File: config.mk
export PLATFORM = sky130hd
export DESIGN_NAME = shsc_standby_ctrl
export DESIGN_NICKNAME = d
export VERILOG_FILES = /design/src/verilog/shsc_pkg.sv /design/src/verilog/shsc_standby_ctrl.sv
export SDC_FILE = /design/constraint.sdc
export NUM_CORES = 1
export LEC_CHECK = 0
export BUFFER_PORTS_ARGS = -buffer_cell sky130_fd_sc_hd__buf_2
export CAP_MARGIN = 30
export CORE_ASPECT_RATIO = 0.9
export CORE_UTILIZATION = 49
export CTS_BUF_LIST = sky130_fd_sc_hd__clkbuf_4 sky130_fd_sc_hd__clkbuf_8
export DETAILED_ROUTE_END_ITERATION = 12
export PLACE_DENSITY = 0.82
export SLEW_MARGIN = 15
export SYNTH_ARGS = -nofsm -noshare
export SYNTH_HDL_FRONTEND = slang
export SYNTH_SLANG_ARGS = --single-unit
export TNS_END_PERCENT = 20
File: constraint.sdc
create_clock -name aclk -period 2.18 [get_ports aclk]
set_input_delay 0.218 -clock aclk [delete_from_list [all_inputs] [get_ports aclk]]
set_output_delay 0.218 -clock aclk [all_outputs]
set_load 0.01 [all_outputs]
File: src/verilog/shsc_pkg.sv
// standby controller package: register map, field positions, reset values,
// wait counts and clock restart timing; also the small wait timer.
// assumes a single 25 MHz clock and a synchronous active-low reset.
`timescale 1ns/100ps

// ************************************************************
// package
// ************************************************************
package shsc_pkg;
   // cpu clock source as reported by the clock generator
   typedef enum logic [1:0] {
      CLK_HS_INTERNAL_OSC,
      CLK_MAIN_CRYSTAL,
      CLK_EXT_MAIN,
      CLK_SUBSYSTEM
   } shsc_clk_src_t;

   localparam int CNT_W = 11;

   // register byte offsets
   localparam logic [11:0] CTRL_OFS = 12'h000;
   localparam logic [11:0] OPT_OFS = 12'h004;
   localparam logic [11:0] STAT_OFS = 12'h008;

   // control register fields
   localparam int CTRL_LP_BIT = 0;
   localparam int CTRL_ITC_BIT = 1;
   localparam int CTRL_CO_SUB_BIT = 2;
   localparam int CTRL_CO_EN_BIT = 3;
   localparam int CTRL_SUBXT_BIT = 4;
   localparam int CTRL_W = 5;
   // option bits, kept at their option-byte positions
   localparam int OPT_WDSTBY_BIT = 0;
   localparam int OPT_WDEN_BIT = 4;
   localparam int OPT_W = 5;
   // status register fields
   localparam int STAT_SKIP_BIT = 4;
   localparam int STAT_REFUSE_BIT = 5;
   localparam int STAT_VEC_BIT = 6;
   localparam int STAT_STBY_BIT = 8;

   localparam logic [CTRL_W-1:0] CTRL_RST = 5'h00;
   localparam logic [OPT_W-1:0] OPT_RST = 5'h00;

   // resume waits in cpu clocks, lower end of each documented range
   localparam logic [CNT_W-1:0] HALT_MAIN_NOVEC = 11'h009;
   localparam logic [CNT_W-1:0] HALT_MAIN_VEC = 11'h00F;
   localparam logic [CNT_W-1:0] HALT_SUB0_VEC = 11'h00A;
   localparam logic [CNT_W-1:0] HALT_SUB1_VEC = 11'h00B;
   localparam logic [CNT_W-1:0] HALT_SUB0_NOVEC = 11'h004;
   localparam logic [CNT_W-1:0] HALT_SUB1_NOVEC = 11'h005;
   localparam logic [CNT_W-1:0] STOP_HS_VEC = 11'h007;
   localparam logic [CNT_W-1:0] STOP_HS_NOVEC = 11'h001;
   localparam logic [CNT_W-1:0] STOP_X1_VEC = 11'h00A;
   localparam logic [CNT_W-1:0] STOP_X1_NOVEC = 11'h004;

   // clock restart interval after stop
   localparam int CLK_PERIOD_NS = 40;
   localparam int RESTART_MIN_US = 18;
   localparam int RESTART_MAX_US = 65;
   localparam int RESTART_MIN_CYC = (RESTART_MIN_US * 1000 + CLK_PERIOD_NS - 1) / CLK_PERIOD_NS;
   localparam int RESTART_MAX_CYC = (RESTART_MAX_US * 1000) / CLK_PERIOD_NS;
endpackage

// ************************************************************
// wait timer
// ************************************************************
module shsc_wait_timer #(
   parameter int W = 11
) (
   input wire logic aclk,
   input wire logic aresetn,
   input wire logic load,
   input wire logic [W-1:0] len,
   output logic done
);
   logic [W-1:0] cnt_q;
   logic [W-1:0] cnt_d;

   // load wins; a load of n gives done in the n-th cycle after it
   always_comb begin
      cnt_d = cnt_q;
      if (load) begin
         cnt_d = len;
      end else if (cnt_q != '0) begin
         cnt_d = cnt_q - 1'b1;
      end
   end

   always_ff @(posedge aclk) begin
      if (!aresetn) begin
         cnt_q <= '0;
      end else begin
         cnt_q <= cnt_d;
      end
   end

   // done on the last counted cycle; must not look at load, as the owner reloads on done
   assign done = (cnt_q == {{(W-1){1'b0}}, 1'b1});
endmodule

File: src/verilog/shsc_standby_ctrl.sv
// standby controller: halt and stop entry, release by interrupt or reset,
// clock gating, oscillator and peripheral wake controls, axi4-lite registers.
// assumes cpu and interrupt controller run on aclk; inputs need no sync.
//
// Overview of operation
// - hold all state while halted or stopped
// - pending unmasked interrupt skips halt entry
// - unmasked interrupt ends halt, vectored or sequential
// - halt, subclock, low power off, vectored: 10
// - halt, subclock, low power on, vectored: 11
// - halt, main clock, not vectored: 9 clocks
// - halt, subclock, low power off, sequential: 4
// - reset ends standby, restarts from vector
// - stop only from main clock sources
// - pending interrupt at stop: immediate release sequence
// - stop gates cpu clock, stops main oscillators
// - subclocks and port latches kept in stop
// - low-speed oscillator per timer and watchdog bits
// - in stop, clock output runs only on subclock, low power off
// - a/d converter may wake into snooze
// - only csi and uart channels may wake
// - i2c unit wakes on address match
// - stop auto-halts cpu, memories, crc, guards
// - unmasked interrupt ends stop after stabilisation
// - high-speed oscillator restart gates clock 18-65 us
// - then 7 clocks before vectored service
// - then 1 clock before next instruction
`timescale 1ns/100ps
module shsc_standby_ctrl #(
   parameter int RESTART_CYC = shsc_pkg::RESTART_MIN_CYC
) (
   input wire logic aclk,
   input wire logic aresetn,
   input wire logic [11:0] s_axi_awaddr,
   input wire logic [2:0] s_axi_awprot,
   input wire logic s_axi_awvalid,
   output logic s_axi_awready,
   input wire logic [31:0] s_axi_wdata,
   input wire logic [3:0] s_axi_wstrb,
   input wire logic s_axi_wvalid,
   output logic s_axi_wready,
   output logic [1:0] s_axi_bresp,
   output logic s_axi_bvalid,
   input wire logic s_axi_bready,
   input wire logic [11:0] s_axi_araddr,
   input wire logic [2:0] s_axi_arprot,
   input wire logic s_axi_arvalid,
   output logic s_axi_arready,
   output logic [31:0] s_axi_rdata,
   output logic [1:0] s_axi_rresp,
   output logic s_axi_rvalid,
   input wire logic s_axi_rready,
   input wire logic halt_req,
   input wire logic stop_req,
   input wire shsc_pkg::shsc_clk_src_t cpu_clk_src,
   input wire logic int_pending,
   input wire logic int_ack_enable,
   output logic cpu_clk_en,
   output logic cpu_resume,
   output logic resume_vectored,
   output logic state_hold,
   output logic mem_auto_halt,
   output logic hs_internal_osc_clk_en,
   output logic main_crystal_clk_en,
   output logic ext_main_clk_en,
   output logic sub_crystal_clk_en,
   output logic ls_internal_osc_clk_en,
   output logic clkout_en,
   output logic adc_wake_en,
   output logic clocked_serial_chan_wake_en,
   output logic async_serial_chan_wake_en,
   output logic serial_array_other_en,
   output logic i2c_unit_addr_wake_en
);
   import shsc_pkg::*;

   typedef enum logic [2:0] {ST_RUN, ST_HALT, ST_STOP, ST_RESTART, ST_WAIT} shsc_state_t;

   localparam logic [CNT_W-1:0] RESTART_LEN = CNT_W'(RESTART_CYC);

   // ************************************************************
   // wait length selection
   // ************************************************************
   // halt release wait depends on the clock the cpu was on
   function automatic logic [CNT_W-1:0] halt_wait(input shsc_clk_src_t src, input logic lp,
                                                  input logic vec);
      logic [CNT_W-1:0] w;
      w = vec ? HALT_MAIN_VEC : HALT_MAIN_NOVEC;
      if (src == CLK_SUBSYSTEM) begin
         if (vec) begin
            w = lp ? HALT_SUB1_VEC : HALT_SUB0_VEC;
         end else begin
            w = lp ? HALT_SUB1_NOVEC : HALT_SUB0_NOVEC;
         end
      end
      return w;
   endfunction

   // crystal restart adds a longer settle than the internal oscillator
   function automatic logic [CNT_W-1:0] stop_wait(input shsc_clk_src_t src, input logic vec);
      logic [CNT_W-1:0] w;
      w = vec ? STOP_HS_VEC : STOP_HS_NOVEC;
      if (src == CLK_MAIN_CRYSTAL) begin
         w = vec ? STOP_X1_VEC : STOP_X1_NOVEC;
      end
      return w;
   endfunction

   // ************************************************************
   // declarations
   // ************************************************************
   shsc_state_t st_q, st_d;
   shsc_clk_src_t src_q, src_d;
   logic vec_q, vec_d;
   logic resume_q, resume_d;
   logic tmr_load;
   logic [CNT_W-1:0] tmr_len;
   logic tmr_done;
   logic skip_set, refuse_set;
   logic [CTRL_W-1:0] ctrl_q, ctrl_d;
   logic [OPT_W-1:0] opt_q, opt_d;
   logic skip_q, skip_d, refuse_q, refuse_d;
   logic aw_have_q, aw_have_d, w_have_q, w_have_d;
   logic [11:0] aw_addr_q, aw_addr_d;
   logic [31:0] w_data_q, w_data_d;
   logic w_lane0_q, w_lane0_d;
   logic bvalid_q, bvalid_d, rvalid_q, rvalid_d;
   logic [1:0] bresp_q, bresp_d, rresp_q, rresp_d;
   logic [31:0] rdata_q, rdata_d;
   logic do_wr;
   logic lp;
   logic standby, in_stop;
   logic [31:0] stat_word;

   assign lp = ctrl_q[CTRL_LP_BIT];

   // ************************************************************
   // standby state machine
   // ************************************************************
   always_comb begin
      st_d = st_q;
      src_d = src_q;
      vec_d = vec_q;
      resume_d = 1'b0;
      tmr_load = 1'b0;
      tmr_len = '0;
      skip_set = 1'b0;
      refuse_set = 1'b0;
      unique case (st_q)
         ST_RUN: begin
            if (stop_req) begin
               if (cpu_clk_src == CLK_SUBSYSTEM) begin
                  refuse_set = 1'b1;
               end else if (int_pending) begin
                  // pending request: straight into the release sequence
                  src_d = cpu_clk_src;
                  st_d = ST_RESTART;
                  tmr_load = 1'b1;
                  tmr_len = RESTART_LEN;
               end else begin
                  src_d = cpu_clk_src;
                  st_d = ST_STOP;
               end
            end else if (halt_req) begin
               if (int_pending) begin
                  skip_set = 1'b1;
               end else begin
                  src_d = cpu_clk_src;
                  st_d = ST_HALT;
               end
            end
         end
         ST_HALT: begin
            if (int_pending) begin
               // release wait from source, low power bit and acceptance
               vec_d = int_ack_enable;
               st_d = ST_WAIT;
               tmr_load = 1'b1;
               tmr_len = halt_wait(src_q, lp, int_ack_enable);
            end
         end
         ST_STOP: begin
            if (int_pending) begin
               st_d = ST_RESTART;
               tmr_load = 1'b1;
               tmr_len = RESTART_LEN;
            end
         end
         ST_RESTART: begin
            if (tmr_done) begin
               // acceptance sampled once the clock is back
               vec_d = int_ack_enable;
               st_d = ST_WAIT;
               tmr_load = 1'b1;
               tmr_len = stop_wait(src_q, int_ack_enable);
            end
         end
         ST_WAIT: begin
            if (tmr_done) begin
               st_d = ST_RUN;
               resume_d = 1'b1;
            end
         end
      endcase
   end

   // synchronous reset drops any standby state at once
   always_ff @(posedge aclk) begin
      if (!aresetn) begin
         st_q <= ST_RUN;
         src_q <= CLK_HS_INTERNAL_OSC;
         vec_q <= 1'b0;
         resume_q <= 1'b0;
      end else begin
         st_q <= st_d;
         src_q <= src_d;
         vec_q <= vec_d;
         resume_q <= resume_d;
      end
   end

   shsc_wait_timer #(
      .W(CNT_W)
   ) u_timer (
      .aclk(aclk),
      .aresetn(aresetn),
      .load(tmr_load),
      .len(tmr_len),
      .done(tmr_done)
   );

   // ************************************************************
   // clock and peripheral controls
   // ************************************************************
   // restart counts as standby: clock stays gated until it is stable
   assign standby = (st_q == ST_HALT) || (st_q == ST_STOP) || (st_q == ST_RESTART);
   assign in_stop = (st_q == ST_STOP);
   assign cpu_clk_en = !standby;
   assign state_hold = standby;
   assign mem_auto_halt = standby;
   assign hs_internal_osc_clk_en = !in_stop;
   assign main_crystal_clk_en = !in_stop;
   assign ext_main_clk_en = !in_stop;
   assign sub_crystal_clk_en = ctrl_q[CTRL_SUBXT_BIT];
   assign ls_internal_osc_clk_en = !standby || ctrl_q[CTRL_ITC_BIT] ||
      (opt_q[OPT_WDEN_BIT] && opt_q[OPT_WDSTBY_BIT]);
   assign clkout_en = ctrl_q[CTRL_CO_EN_BIT] &&
      (!in_stop || (ctrl_q[CTRL_CO_SUB_BIT] && !lp));
   assign adc_wake_en = in_stop;
   assign clocked_serial_chan_wake_en = in_stop;
   assign async_serial_chan_wake_en = in_stop;
   assign serial_array_other_en = !in_stop;
   assign i2c_unit_addr_wake_en = in_stop;
   assign cpu_resume = resume_q;
   assign resume_vectored = vec_q;

   // ************************************************************
   // axi4-lite slave
   // ************************************************************
   assign s_axi_awready = !aw_have_q;
   assign s_axi_wready = !w_have_q;
   assign s_axi_arready = !rvalid_q;
   assign s_axi_bvalid = bvalid_q;
   assign s_axi_bresp = bresp_q;
   assign s_axi_rvalid = rvalid_q;
   assign s_axi_rresp = rresp_q;
   assign s_axi_rdata = rdata_q;
   assign do_wr = aw_have_q && w_have_q && !bvalid_q;

   assign stat_word = {23'h000000, standby, 1'b0, vec_q, refuse_q, skip_q, 1'b0,
                       3'(st_q)};

   // address and data are held separately so either may come first
   always_comb begin
      aw_have_d = aw_have_q;
      aw_addr_d = aw_addr_q;
      w_have_d = w_have_q;
      w_data_d = w_data_q;
      w_lane0_d = w_lane0_q;
      bvalid_d = bvalid_q;
      bresp_d = bresp_q;
      rvalid_d = rvalid_q;
      rresp_d = rresp_q;
      rdata_d = rdata_q;
      ctrl_d = ctrl_q;
      opt_d = opt_q;
      skip_d = skip_q | skip_set;
      refuse_d = refuse_q | refuse_set;
      if (s_axi_awvalid && !aw_have_q) begin
         aw_have_d = 1'b1;
         aw_addr_d = s_axi_awaddr;
      end
      if (s_axi_wvalid && !w_have_q) begin
         w_have_d = 1'b1;
         w_data_d = s_axi_wdata;
         w_lane0_d = s_axi_wstrb[0];
      end
      if (bvalid_q && s_axi_bready) begin
         bvalid_d = 1'b0;
      end
      if (do_wr) begin
         aw_have_d = 1'b0;
         w_have_d = 1'b0;
         bvalid_d = 1'b1;
         bresp_d = 2'h0;
         // all writable fields live in byte lane 0
         if (aw_addr_q[11:2] == CTRL_OFS[11:2]) begin
            if (w_lane0_q) ctrl_d = w_data_q[CTRL_W-1:0];
         end else if (aw_addr_q[11:2] == OPT_OFS[11:2]) begin
            if (w_lane0_q) opt_d = w_data_q[OPT_W-1:0];
         end else if (aw_addr_q[11:2] == STAT_OFS[11:2]) begin
            // write one to clear; a same-cycle event keeps its flag
            if (w_lane0_q) begin
               skip_d = (skip_q & ~w_data_q[STAT_SKIP_BIT]) | skip_set;
               refuse_d = (refuse_q & ~w_data_q[STAT_REFUSE_BIT]) | refuse_set;
            end
         end else begin
            bresp_d = 2'h2;
         end
      end
      if (rvalid_q && s_axi_rready) begin
         rvalid_d = 1'b0;
      end
      if (s_axi_arvalid && !rvalid_q) begin
         rvalid_d = 1'b1;
         rresp_d = 2'h0;
         rdata_d = 32'h00000000;
         if (s_axi_araddr[11:2] == CTRL_OFS[11:2]) begin
            rdata_d = {27'h0000000, ctrl_q};
         end else if (s_axi_araddr[11:2] == OPT_OFS[11:2]) begin
            rdata_d = {27'h0000000, opt_q};
         end else if (s_axi_araddr[11:2] == STAT_OFS[11:2]) begin
            rdata_d = stat_word;
         end else begin
            rresp_d = 2'h2;
         end
      end
   end

   always_ff @(posedge aclk) begin
      if (!aresetn) begin
         aw_have_q <= 1'b0;
         aw_addr_q <= 12'h000;
         w_have_q <= 1'b0;
         w_data_q <= 32'h00000000;
         w_lane0_q <= 1'b0;
         bvalid_q <= 1'b0;
         bresp_q <= 2'h0;
         rvalid_q <= 1'b0;
         rresp_q <= 2'h0;
         rdata_q <= 32'h00000000;
         ctrl_q <= CTRL_RST;
         opt_q <= OPT_RST;
         skip_q <= 1'b0;
         refuse_q <= 1'b0;
      end else begin
         aw_have_q <= aw_have_d;
         aw_addr_q <= aw_addr_d;
         w_have_q <= w_have_d;
         w_data_q <= w_data_d;
         w_lane0_q <= w_lane0_d;
         bvalid_q <= bvalid_d;
         bresp_q <= bresp_d;
         rvalid_q <= rvalid_d;
         rresp_q <= rresp_d;
         rdata_q <= rdata_d;
         ctrl_q <= ctrl_d;
         opt_q <= opt_d;
         skip_q <= skip_d;
         refuse_q <= refuse_d;
      end
   end

   // ************************************************************
   // checks
   // ************************************************************
   // restart length counter, read only by the checks below
   logic [CNT_W-1:0] rs_cnt_q;
   always_ff @(posedge aclk) begin
      if (!aresetn || st_q != ST_RESTART) begin
         rs_cnt_q <= '0;
      end else begin
         rs_cnt_q <= rs_cnt_q + 1'b1;
      end
   end
   // running clocks spent in the release wait, read only by the checks below
   logic [CNT_W-1:0] wt_cnt_q;
   always_ff @(posedge aclk) begin
      if (!aresetn || st_q != ST_WAIT || !cpu_clk_en) begin
         wt_cnt_q <= '0;
      end else begin
         wt_cnt_q <= wt_cnt_q + 1'b1;
      end
   end

   a_halt_skip: assert property (@(posedge aclk) disable iff (!aresetn)
      st_q == ST_RUN && halt_req && !stop_req && int_pending |=> st_q == ST_RUN && skip_q)
      else $error("halt entered with a pending interrupt");
   a_halt_sub0_vec: assert property (@(posedge aclk) disable iff (!aresetn)
      st_q == ST_HALT && int_pending && src_q == CLK_SUBSYSTEM && !lp && int_ack_enable
      |-> ##11 (cpu_resume && resume_vectored && wt_cnt_q == 11'h00A))
      else $error("halt release wait not 10");
   a_halt_sub1_vec: assert property (@(posedge aclk) disable iff (!aresetn)
      st_q == ST_HALT && int_pending && src_q == CLK_SUBSYSTEM && lp && int_ack_enable
      |-> ##12 (cpu_resume && wt_cnt_q == 11'h00B))
      else $error("halt release wait not 11");
   a_halt_main_seq: assert property (@(posedge aclk) disable iff (!aresetn)
      st_q == ST_HALT && int_pending && src_q != CLK_SUBSYSTEM && !int_ack_enable
      |-> ##10 (cpu_resume && !resume_vectored && wt_cnt_q == 11'h009))
      else $error("halt release wait not 9");
   a_halt_sub0_seq: assert property (@(posedge aclk) disable iff (!aresetn)
      st_q == ST_HALT && int_pending && src_q == CLK_SUBSYSTEM && !lp && !int_ack_enable
      |=> (st_q == ST_WAIT)[*4] ##1 cpu_resume)
      else $error("halt release wait not 4");
   a_reset_run: assert property (@(posedge aclk)
      !aresetn |=> st_q == ST_RUN && cpu_clk_en && !cpu_resume)
      else $error("reset did not leave standby");
   a_stop_refused: assert property (@(posedge aclk) disable iff (!aresetn)
      st_q == ST_RUN && stop_req && cpu_clk_src == CLK_SUBSYSTEM |=> st_q == ST_RUN && refuse_q)
      else $error("stop entered from subsystem clock");
   a_stop_pending: assert property (@(posedge aclk) disable iff (!aresetn)
      st_q == ST_RUN && stop_req && cpu_clk_src != CLK_SUBSYSTEM && int_pending
      |=> st_q == ST_RESTART && hs_internal_osc_clk_en)
      else $error("pending stop not released at once");
   a_stop_gating: assert property (@(posedge aclk) disable iff (!aresetn)
      in_stop |-> !cpu_clk_en && !hs_internal_osc_clk_en && !main_crystal_clk_en &&
      !ext_main_clk_en && !serial_array_other_en && adc_wake_en && i2c_unit_addr_wake_en)
      else $error("stop gating wrong");
   a_ls_osc: assert property (@(posedge aclk) disable iff (!aresetn)
      standby |-> ls_internal_osc_clk_en == (ctrl_q[CTRL_ITC_BIT] ||
      (opt_q[OPT_WDEN_BIT] && opt_q[OPT_WDSTBY_BIT])))
      else $error("low-speed oscillator control wrong");
   a_clkout_stop: assert property (@(posedge aclk) disable iff (!aresetn)
      in_stop && (lp || !ctrl_q[CTRL_CO_SUB_BIT]) |-> !clkout_en)
      else $error("clock output running in stop");
   a_restart_len: assert property (@(posedge aclk) disable iff (!aresetn)
      st_q == ST_RESTART && st_d != ST_RESTART |-> rs_cnt_q == CNT_W'(RESTART_CYC - 1) &&
      RESTART_CYC >= RESTART_MIN_CYC && RESTART_CYC <= RESTART_MAX_CYC && !cpu_clk_en)
      else $error("clock restart interval wrong");
   a_stop_hs_vec: assert property (@(posedge aclk) disable iff (!aresetn)
      st_q == ST_RESTART && tmr_done && src_q == CLK_HS_INTERNAL_OSC && int_ack_enable
      |=> (st_q == ST_WAIT)[*7] ##1 (cpu_resume && resume_vectored))
      else $error("stop vectored wait not 7");
   a_stop_hs_seq: assert property (@(posedge aclk) disable iff (!aresetn)
      st_q == ST_RESTART && tmr_done && src_q == CLK_HS_INTERNAL_OSC && !int_ack_enable
      |=> st_q == ST_WAIT ##1 (cpu_resume && st_q == ST_RUN))
      else $error("stop sequential wait not 1");
endmodule

# --- Word-level counts from Yosys, hierarchy flattened ---
# Cells that the tools add are included.
word_totals:
  input_bits: 79
  out_inout_bits: 57
  word_cells: 157
  register_bits: 89
classes:
  n_eq_ne: 21
  muxes: 67
  bitwise: 10
  n_reduce_logical: 39
  add_sub_neg: 1
ops:
  columns: ["op", "n"]
  rows:
  - ["2-to-1 mux 9 bit", 6]
  - ["case mux 9 bit (4 select lines)", 1]
  - ["2-to-1 mux 3 bit", 10]
  - ["2-to-1 mux 1 bit", 29]
  - ["2-to-1 mux 4 bit", 6]
  - ["2-to-1 mux 11 bit", 2]
  - ["== test 10 x 1 -> 1 bit, second input constant", 2]
  - ["== test 10 x 2 -> 1 bit, second input constant", 2]
  - ["zero test 10 bit", 2]
  - ["2-to-1 mux 2 bit", 10]
  - ["case mux 3 bit (5 select lines)", 1]
  - ["!= test 2 bit, second input constant", 6]
  - ["== test 11 x 1 -> 1 bit, second input constant", 1]
  - ["nonzero test 11 bit", 1]
  - ["subtractor 11 x 1 -> 11 bit, second input constant", 1]
  - ["logical AND 1 bit", 10]
  - ["nonzero test 2 bit", 5]
  - ["!= test 3 bit, second input constant", 3]
  - ["AND reduction 4 bit", 2]
  - ["zero test 1 bit", 7]
  - ["AND reduction 7 bit", 1]
  - ["== test 3 x 2 -> 1 bit, second input constant", 2]
  - ["AND reduction 3 bit", 2]
  - ["logical OR 1 bit", 5]
  - ["other kinds (12)", 21]

# --- Logic depth before layout (Yosys ltp) ---
# Gate-level depths: netlist of the first run.
depth:
  depth_word: 10
  mapped_depth: 8

# --- Cells and area by module ---
# A second synthesis of the first run with hierarchy kept.
hier_totals:
  cells_unflattened: 379
  area_unflattened_um2: 3285.7
by_module_without_submodules:
  columns: ["mod", "seq_area_each_um2", "area_per_inst_um2", "cells_per_inst", "instances"]
  rows:
  - ["shsc_standby_ctrl", 1001.0, 2626.3, 300, 1]
  - ["shsc_wait_timer", 220.2, 659.4, 79, 1]

# --- Least setup slack after synthesis of the first run ---
# No wires, ideal clock.
synth_timing:
  kind: "reg-to-reg"
  from: "reg u_timer.cnt_q[0]"
  to: "reg u_timer.cnt_q[2]"
  required_ns: 2.046
  arrival_time_ns: 1.514
  stages_incl_launch_ff: 8
  n_path_buf: 1
  period_less_slack_ns: 1.648
  setup_slack_ns: 0.532
  path_cell_list: "dfxtp_1 ha_1 nor4b_4 nand4_2 and3_1 buf_2 a221oi_2 a211oi_1"
synth_via:
  elab_chain_len: 4
synth_lines:
  columns: ["element", "line_no", "rtl"]
  rows:
  - ["from (decl)", "shsc_pkg.sv:77", "logic [W-1:0] cnt_q;"]
  - ["from (signal assigned)", "shsc_pkg.sv:94", "cnt_q <= cnt_d;"]
  - ["parallel branches: the longest is 4 deep, another holds subtractor 11 x 1 -> 11 bit", null, null]
# Parallel ways; which one is timed is not known. The select of a mux whose other input is x is not followed.
# A chain may end at the register's enable or synchronous reset.

# --- Final worst setup path of the first run ---
layout_timing:
  from: "reg st_q[1]"
  to: "out ls_internal_osc_clk_en"
layout_via:
  elab_chain_len: 6
layout_lines:
  columns: ["element", "line_no", "rtl"]
  rows:
  - ["from (decl)", "shsc_standby_ctrl.sv:112", "shsc_state_t st_q, st_d;"]
  - ["from (signal assigned)", "shsc_standby_ctrl.sv:215", "st_q <= st_d;"]
  - ["== test 3 x 1 -> 1 bit or == test 3 x 2 -> 1 bit (tied branches)", "shsc_standby_ctrl.sv:236", "assign standby = (st_q == ST_HALT) || (st_q == ST_STOP) || (st_q == ST_RESTART);"]
  - ["logical OR 1 bit", "shsc_standby_ctrl.sv:236", null]
  - ["logical OR 1 bit (*)", "shsc_standby_ctrl.sv:236", null]
  - ["zero test 1 bit (*)", "shsc_standby_ctrl.sv:245", "assign ls_internal_osc_clk_en = !standby || ctrl_q[CTRL_ITC_BIT] ||"]
  - ["logical OR 1 bit (*) (2 in a row)", "shsc_standby_ctrl.sv:245", null]
  - ["to (decl)", "shsc_standby_ctrl.sv:67", "output logic ls_internal_osc_clk_en,"]
# Every way passes the cells marked *; elsewhere a longest branch is shown, timed or not.

==> results of run 1 <==
state kept, by name, indices dropped and copies added (netlist names), 2 cells and up:
register,count
aw_addr_q,10
src_q,2
u_timer.cnt_q,11
ctrl_q,5
w_data_q,6
opt_q,5
s_axi_rdata,8
st_q,3
kinds of logic (layout without fill, tap and decap cells):
logic type | after synthesis | count (layout) | synth area share (%)
xor+xnor | 6 | 6 | 1.67
compound gates | 66 | 66 | 13.0
other cells | 1 | 26 | 0.119
fa+ha+maj | 5 | 5 | 1.99
flops | 61 | 61 | 38.8
simple gates | 148 | 148 | 25.9
buf+inv | 60 | 104 | 11.2
mux | 23 | 23 | 7.32
synthesized netlist by cell type, types with 4 or more instances:
master    instances
ha_1              5
o21ai_0           8
nand2_1          43
a21oi_1          27
a22oi_1           8
mux2i_1          23
xor2_1            5
and3b_1           4
buf_4            33
nor2b_1          10
inv_1            13
nor2_1           51
a31oi_1           4
clkbuf_1         11
dfxtp_1          61
critical path, cell delays in order (launching register included):
cell     delay (ns)
dfxtp_1        0.44
buf_4          0.20
nor2_1         0.11
nor2_1         0.33
nand2_1        0.09
buf_2          0.15
through the flow:
stage / worst slack [ns] / power [mW] / cells
CTS: 0.292 / 3.66 / 526
global route: 0.183 / 3.89 / 526
finish: 0.298 / 3.65 / 526
global placement: 0.421 / 2.60 / 510
detailed placement: 0.405 / 2.64 / 510
floorplan: 0.532 / 2.41 / 395
layout make-up:
| type | instances | area (um^2) |
|---|---|---|
| Clock buffer | 10 | 131 |
| Fill cell | 542 | 2500 |
| Tap cell | 87 | 109 |
| Sequential cell | 61 | 1220 |
| Clock inverter | 6 | 71.3 |
| Multi-Input combinational cell | 274 | 1670 |
| Inverter | 14 | 52.6 |
| Timing Repair Buffer | 74 | 393 |
power groups by stage:
stage	sequential, mW	combinational, mW	clock (mW)
finish	1.42	1.20	1.02
global route	1.45	1.34	1.10
CTS	1.42	1.20	1.04
detailed placement	1.44	1.20	0
global placement	1.43	1.16	0
floorplan	1.40	1.01	0
per-layer routing:
metal	up-vias	part of all wire [%]	GRT usage (%)
met5	-	0	0
met4	0	1.7	8.50
met3	14	6.9	6.38
met2	103	45	32.5
met1	1202	47	28.1
li1	1345	-	-
final timing paths:
check	start	to	cells past startpoint
setup / recovery	st_q[1]	ls_internal_osc_clk_en	5
hold / removal	s_axi_wvalid	w_have_q	3
setup reg to reg	u_timer.cnt_q[1]	u_timer.cnt_q[2]	7
hold reg to reg	aw_addr_q[5]	aw_addr_q[5]	2
==> qor.csv, run 1 <==
metric,value,unit
"most common cell after layout, fill and taps aside",buf_2,
Sw Share,36.4,%
DRC violations left,0,
RSZ-0062 raised after global routing,false,
most frequent cells in the layout,"buf_2, dfxtp_1, nor2_1, nand2_1, a21oi_1",
Yosys top cell area share,38.8,%
Switch Pwr,1.33,mW
"Clk Latency, worst-skew pair",0.35,ns
"area leader, netlist",dfxtp_1,
Inserted Clock Buffers,9,
sequential share of the synthesized area,38.8,%
Placed Area,3440,um^2
Worst Hold Class,input pin to flip-flop,
RD Place Congestion,0.853,
Worst EP required,1.96,ns
Detailed Routing Iterations Pass 1,4,
Post-CTS Setup Bufs,0,
Netlist cell types,56,
final instance area,3640,um^2
share of layout cells above drive strength 1,24.6,%
total wire length,6650,um
die area,6740,um^2
Resize count post-CTS,0,
Worst-Margin Slew,0.623,ns
die extent in y,78.0,um
Final Hold Fails,0,
Worst R2R Setup Slack,0.38,ns
Post-DRT Antenna Nets,0,
IO Pins,136,
syn_area_per_cell,8.50,um^2
sequential power share,38.9,%
CTS H-tree lvls,3,
Synth area leaders,"dfxtp_1, buf_4, mux2i_1",
routed vias,2664,
site row count,27,
critical path class,flip-flop to output pin,
CP Capture Type,output pin,
post-DP HPWL,4940,um
area grow syn2layout,15.9,%
Clock Sinks,61,
n_diodes,0,
core area,6150,um^2
pin count of the biggest net entering global routing,30,
cts hold-fix bufs,0,
Comb pwr share,33.0,%
DRT iter0 DRCs,130,
WL/cell,12.7,um
# Max-Cap Violations,0,
vias in the first global route,2429,
grt ovf,0,
Ys Warns,0,
post-layout util,59.3,%
Clock Pin Slew Worst Setup and Hold Paths,0.08,ns
Worst Path Arrival,1.66,ns
Rel. slew slack,58.4,%
Worst Path Max Fanout,8,
initial antenna violation count,0,
P_leak,1.61,nW
CTS tree,done,
number of synthesized flops with an enable pin,0,
power per cell area,1000,nW/um^2
Starting Density,51.1,%
setup violation total in the final timing report,0,
peak supply drop,445,uV
clock power share,28.1,%
Max Clock Skew,0.0111,ns
Min Hold Slack,0.0829,ns
status,finished clean,
Final Cycle Share,86.3,%
Mapped Cells,370,
Yosys reg bits,61,
"Slew Viols, Final",0,
NumNets Final,518,
I/O Buffers,70,
vias per cell,5.06,
Max Fclk,0.531,GHz
setup TNS,0,ns
GR Util All Layers,21.3,%
min cycle time layout,1.88,ns
clock tree buffer depth,2,
Post-synth ARST share,0,%
Most used DFF post-synth,dfxtp_1,
Die X,86.4,um
Synth Cell Area,3140,um^2
Root Buffer,clkbuf_8,
CP Launch Type,flip-flop,
first-pass GRT wire length,11300,um
cell-internal power,2.32,mW
Note: power is estimated with default switching activity, not from simulation.
==> run 2: changes to the inputs <==
CORE_ASPECT_RATIO = unset   (was 0.9)
PLACE_DENSITY = 0.79   (was 0.82)
==> qor.csv, run 2 (synthesis gave the netlist of run 1 again) <==
metric,value,unit
status,finished clean,
Sequential Area,1220,um^2
Detailed Routing Iterations Pass 1,4,
Worst EP required,1.96,ns
I/O Buffers,70,
cell-internal power,2.34,mW
DRC violations left,0,
setup TNS,0,ns
RD Place Congestion,0.823,
Sw Share,35.4,%
Clock Sinks,61,
Resize count post-CTS,0,
highest routing layer actually used,met4,
total wire length,6540,um
Top reg by flops,u_timer.cnt_q,
initial antenna violation count,0,
clock tree buffer depth,2,
Post-DRT Antenna Nets,0,
Final Hold Fails,0,
site row count,28,
RSZ-0062 raised after global routing,false,
max FFs per register,11,
Die X,82.1,um
Clock Pin Slew Worst Setup and Hold Paths,0.07,ns
Placed Area,3410,um^2
P_leak,1.61,nW
first-pass GRT wire length,10600,um
fillers,545,
"Clk Latency, worst-skew pair",0.34,ns
most frequent cells in the layout,"buf_2, dfxtp_1, nor2_1, nand2_1, a21oi_1",
die extent in y,82.1,um
area of the multi-input gates,1670,um^2
area grow syn2layout,14.7,%
IO Pins,136,
CTS tree,done,
NumNets Final,517,
GR Util All Layers,20.6,%
Inserted Clock Buffers,9,
final instance area,3610,um^2
"most common cell after layout, fill and taps aside",buf_2,
grt ovf,0,
Worst Hold Class,input pin to flip-flop,
Max Fclk,0.505,GHz
cts hold-fix bufs,0,
Worst Path Max Fanout,14,
setup violation total in the final timing report,0,
vias in the first global route,2288,
power per cell area,1000,nW/um^2
min cycle time layout,1.98,ns
die area,6740,um^2
CP Launch Type,flip-flop,
# Max-Cap Violations,0,
"Slew Viols, Final",0,
Post-CTS Setup Bufs,0,
Worst-Margin Slew,0.650,ns
Comb pwr share,32.3,%
dpl cells,497,
Switch Pwr,1.28,mW
WL/cell,12.7,um
vias per cell,5.12,
Starting Density,51.9,%
Rel. slew slack,56.6,%
clock power share,28.0,%
met3 routed wirelength,325,um
post-DP HPWL,4800,um
Final Cycle Share,90.9,%
Max Clock Skew,0.00460,ns
CP Capture Type,output pin,
fin cells,513,
core area,6060,um^2
met2 WL,3030,um
share of layout cells above drive strength 1,24.4,%
Root Buffer,clkbuf_8,
sequential power share,39.7,%
pin count of the biggest net entering global routing,29,
M1 WL,3090,um
n_diodes,0,
DRT iter0 DRCs,147,
routed vias,2626,
critical path class,flip-flop to output pin,
peak supply drop,510,uV
CTS H-tree lvls,3,
Worst Path Arrival,1.76,ns
==> run 2: cell count changes in the layout (fill, tap and decap cells not counted), sizes merged <==
cell,previous run,this run
clkbuf,10,12
inv,16,14
buf,74,73
clkinv,1,2
clkinvlp,2,1
==> run 2: final timing paths <==
kind,from,to,slack (ns),depth (start not counted)
worst max-delay path,st_q[1],ls_internal_osc_clk_en,0.20,4
worst min-delay path,s_axi_wdata[2],w_data_q[2],0.11,3
worst max register to register,u_timer.cnt_q[0],u_timer.cnt_q[2],0.36,6
worst min register to register,aw_addr_q[5],aw_addr_q[5],0.47,2
==> run 2: final cells by class <==
class	count	share of cell area (%)
Multi-Input combinational cell	274	46.2
Sequential cell	61	33.9
Timing Repair Buffer	73	10.3
Clock buffer	12	4.23
Tap cell	75	2.60
Inverter	14	1.46
Clock inverter	4	1.32
==> run 2: worst max-delay path, stage by stage (launching register included) <==
cell and delay (ns):
dfxtp_1 0.62, nor2_1 0.20, nor2_1 0.36, nand2_1 0.08, buf_2 0.15
==> run 2: layer usage <==
| layer | global-route usage (%) | vias up |
|---|---|---|
| met5 | 0 | - |
| met1 | 27.5 | 1190 |
| met3 | 3.63 | 9 |
| met4 | 10.2 | 0 |
| met2 | 31.9 | 87 |
| li1 | - | 1340 |
==> run 2: metrics by stage <==
| step | setup slack (ns) | power (mW) | utilization, % | hold WS [ns] |
|---|---|---|---|---|
| global route | 0.100 | 3.87 | 59.5 | 0.120 |
| finish | 0.199 | 3.62 | 59.5 | 0.108 |
| global placement | 0.403 | 2.59 | 56.2 | 0.443 |
| CTS | 0.225 | 3.64 | 59.5 | 0.0987 |
| floorplan | 0.532 | 2.41 | - | 0.334 |
| detailed placement | 0.378 | 2.63 | 56.2 | 0.458 |
==> run 2: power by group through the flow <==
| stage | Sequential, mW | Combinational (mW) | Clock, mW |
|---|---|---|---|
| floorplan | 1.40 | 1.01 | 0 |
| global placement | 1.45 | 1.14 | 0 |
| detailed placement | 1.46 | 1.17 | 0 |
| CTS | 1.44 | 1.18 | 1.03 |
| global route | 1.46 | 1.33 | 1.08 |
| finish | 1.44 | 1.17 | 1.02 |
==> run 3: changes to the inputs <==
CORE_ASPECT_RATIO = 0.9   (was unset)
==> qor.csv, run 3 (synthesis gave the netlist of run 1 again) <==
metric,value,unit
RD Place Congestion,0.818,
Worst EP required,1.96,ns
vias in the first global route,2355,
die area,6740,um^2
Max Fclk,0.537,GHz
CTS H-tree lvls,3,
"Slew Viols, Final",0,
"Clk Latency, worst-skew pair",0.34,ns
clock power share,24.8,%
most frequent cells in the layout,"buf_2, dfxtp_1, nor2_1, nand2_1, a21oi_1",
Resize count post-CTS,0,
site row count,27,
Clock Pin Slew Worst Setup and Hold Paths,0.07,ns
post-layout util,59.0,%
routed vias,2667,
max FFs per register,11,
area grow syn2layout,15.3,%
Worst Path Arrival,1.65,ns
Switch Pwr,1.30,mW
NumNets Final,520,
total wire length,6600,um
Comb pwr share,34.7,%
WL/cell,12.5,um
Root Buffer,clkbuf_8,
post-DP HPWL,4940,um
Detailed Routing Iterations Pass 1,4,
met1 Resource Use GR,27.9,%
Inserted Clock Buffers,9,
Slowest cell on crit path,dfxtp_1,
CP Launch Type,flip-flop,
peak supply drop,479,uV
core area,6150,um^2
CTS tree,done,
Top reg by flops,u_timer.cnt_q,
Die X,86.4,um
M2 GR Usage,30.2,%
# Max-Cap Violations,0,
Max Clock Skew,0.00618,ns
Worst R2R Setup Slack,0.34,ns
Worst-Margin Slew,0.611,ns
Rel. slew slack,59.2,%
Placed Area,3460,um^2
Clock Sinks,61,
GR Util All Layers,20.7,%
Post-CTS Setup Bufs,0,
Post-DRT Antenna Nets,0,
Design Power,3.53,mW
grt ovf,0,
final instance area,3630,um^2
pin count of the biggest net entering global routing,29,
power per cell area,973,nW/um^2
setup violation total in the final timing report,0,
IO Pins,136,
vias per cell,5.06,
sequential power share,40.4,%
n_diodes,0,
RSZ-0062 raised after global routing,false,
"slowest stage delay, CP",0.57,ns
DRC violations left,0,
first-pass GRT wire length,10700,um
P_leak,1.61,nW
min cycle time layout,1.86,ns
CP cell instances,nor2_1 > buf_4 > nand2_1 > o21a_1 > buf_2,
I/O Buffers,70,
Final Hold Fails,0,
status,finished clean,
cts hold-fix bufs,0,
Starting Density,51.1,%
critical path class,flip-flop to output pin,
met3 usage,6.28,%
"most common cell after layout, fill and taps aside",buf_2,
clock tree buffer depth,2,
setup TNS,0,ns
DRT iter0 DRCs,232,
Min Hold Slack,0.111,ns
Worst Hold Class,input pin to flip-flop,
die extent in y,78.0,um
layer with the highest usage,met2,
Sw Share,36.9,%
share of layout cells above drive strength 1,24.8,%
Final Cycle Share,85.5,%
Worst Path Max Fanout,13,
initial antenna violation count,0,
cell-internal power,2.23,mW
CP Capture Type,output pin,
-- run 3: cell count changes in the layout (fill, tap and decap cells not counted) --
cell,delta
clkbuf_4,-1
buf_4,+2
clkinvlp_4,+1
bufinv_16,-1
buf_12,+1
-- run 3: final timing paths --
path                                  startpoint               end  cells past startpoint
worst max-delay path                     st_q[2]         clkout_en                      5
worst min-delay path             s_axi_awaddr[8]      aw_addr_q[8]                      3
worst max register to register  u_timer.cnt_q[1]  u_timer.cnt_q[2]                      7
worst min register to register      aw_addr_q[4]      aw_addr_q[4]                      2
-- run 3: stage by stage --
step	setup WS (ns)	cells
after floorplan	0.532	395
after CTS	0.288	527
after global routing	0.151	527
after global placement	0.426	512
final	0.317	527
after detailed placement	0.393	512
-- run 3: cell type report --
| type | instances | area, um^2 |
|---|---|---|
| repair buffers | 76 | 408 |
| inverters | 14 | 52.6 |
| multi-input cells | 274 | 1670 |
| flip-flops and latches | 61 | 1220 |
| clock inverters | 4 | 25.0 |
| well taps | 87 | 109 |
| clock buffers | 11 | 145 |
| fillers | 553 | 2520 |
-- run 3: power groups by stage --
stage | clock network [mW] | logic (mW) | registers (mW)
final | 0.876 | 1.22 | 1.43
after global routing | 0.942 | 1.36 | 1.45
after CTS | 0.894 | 1.21 | 1.42
after detailed placement | 0 | 1.20 | 1.45
after global placement | 0 | 1.17 | 1.44
after floorplan | 0 | 1.01 | 1.40
-- run 3: layer usage --
metal	up-vias	wire length, um
met1	1228	3170
met4	0	159
met2	78	2940
met3	13	332
met5	-	0
li1	1348	-
-- run 3: worst max-delay path, delay by kind of cell (launching register included) --
kind | cells | cell delay (ns)
AOI/OAI and AO/OA | 1 | 0.16
buffers and inverters | 2 | 0.28
DFF | 1 | 0.57
and+or+nand+nor | 2 | 0.29
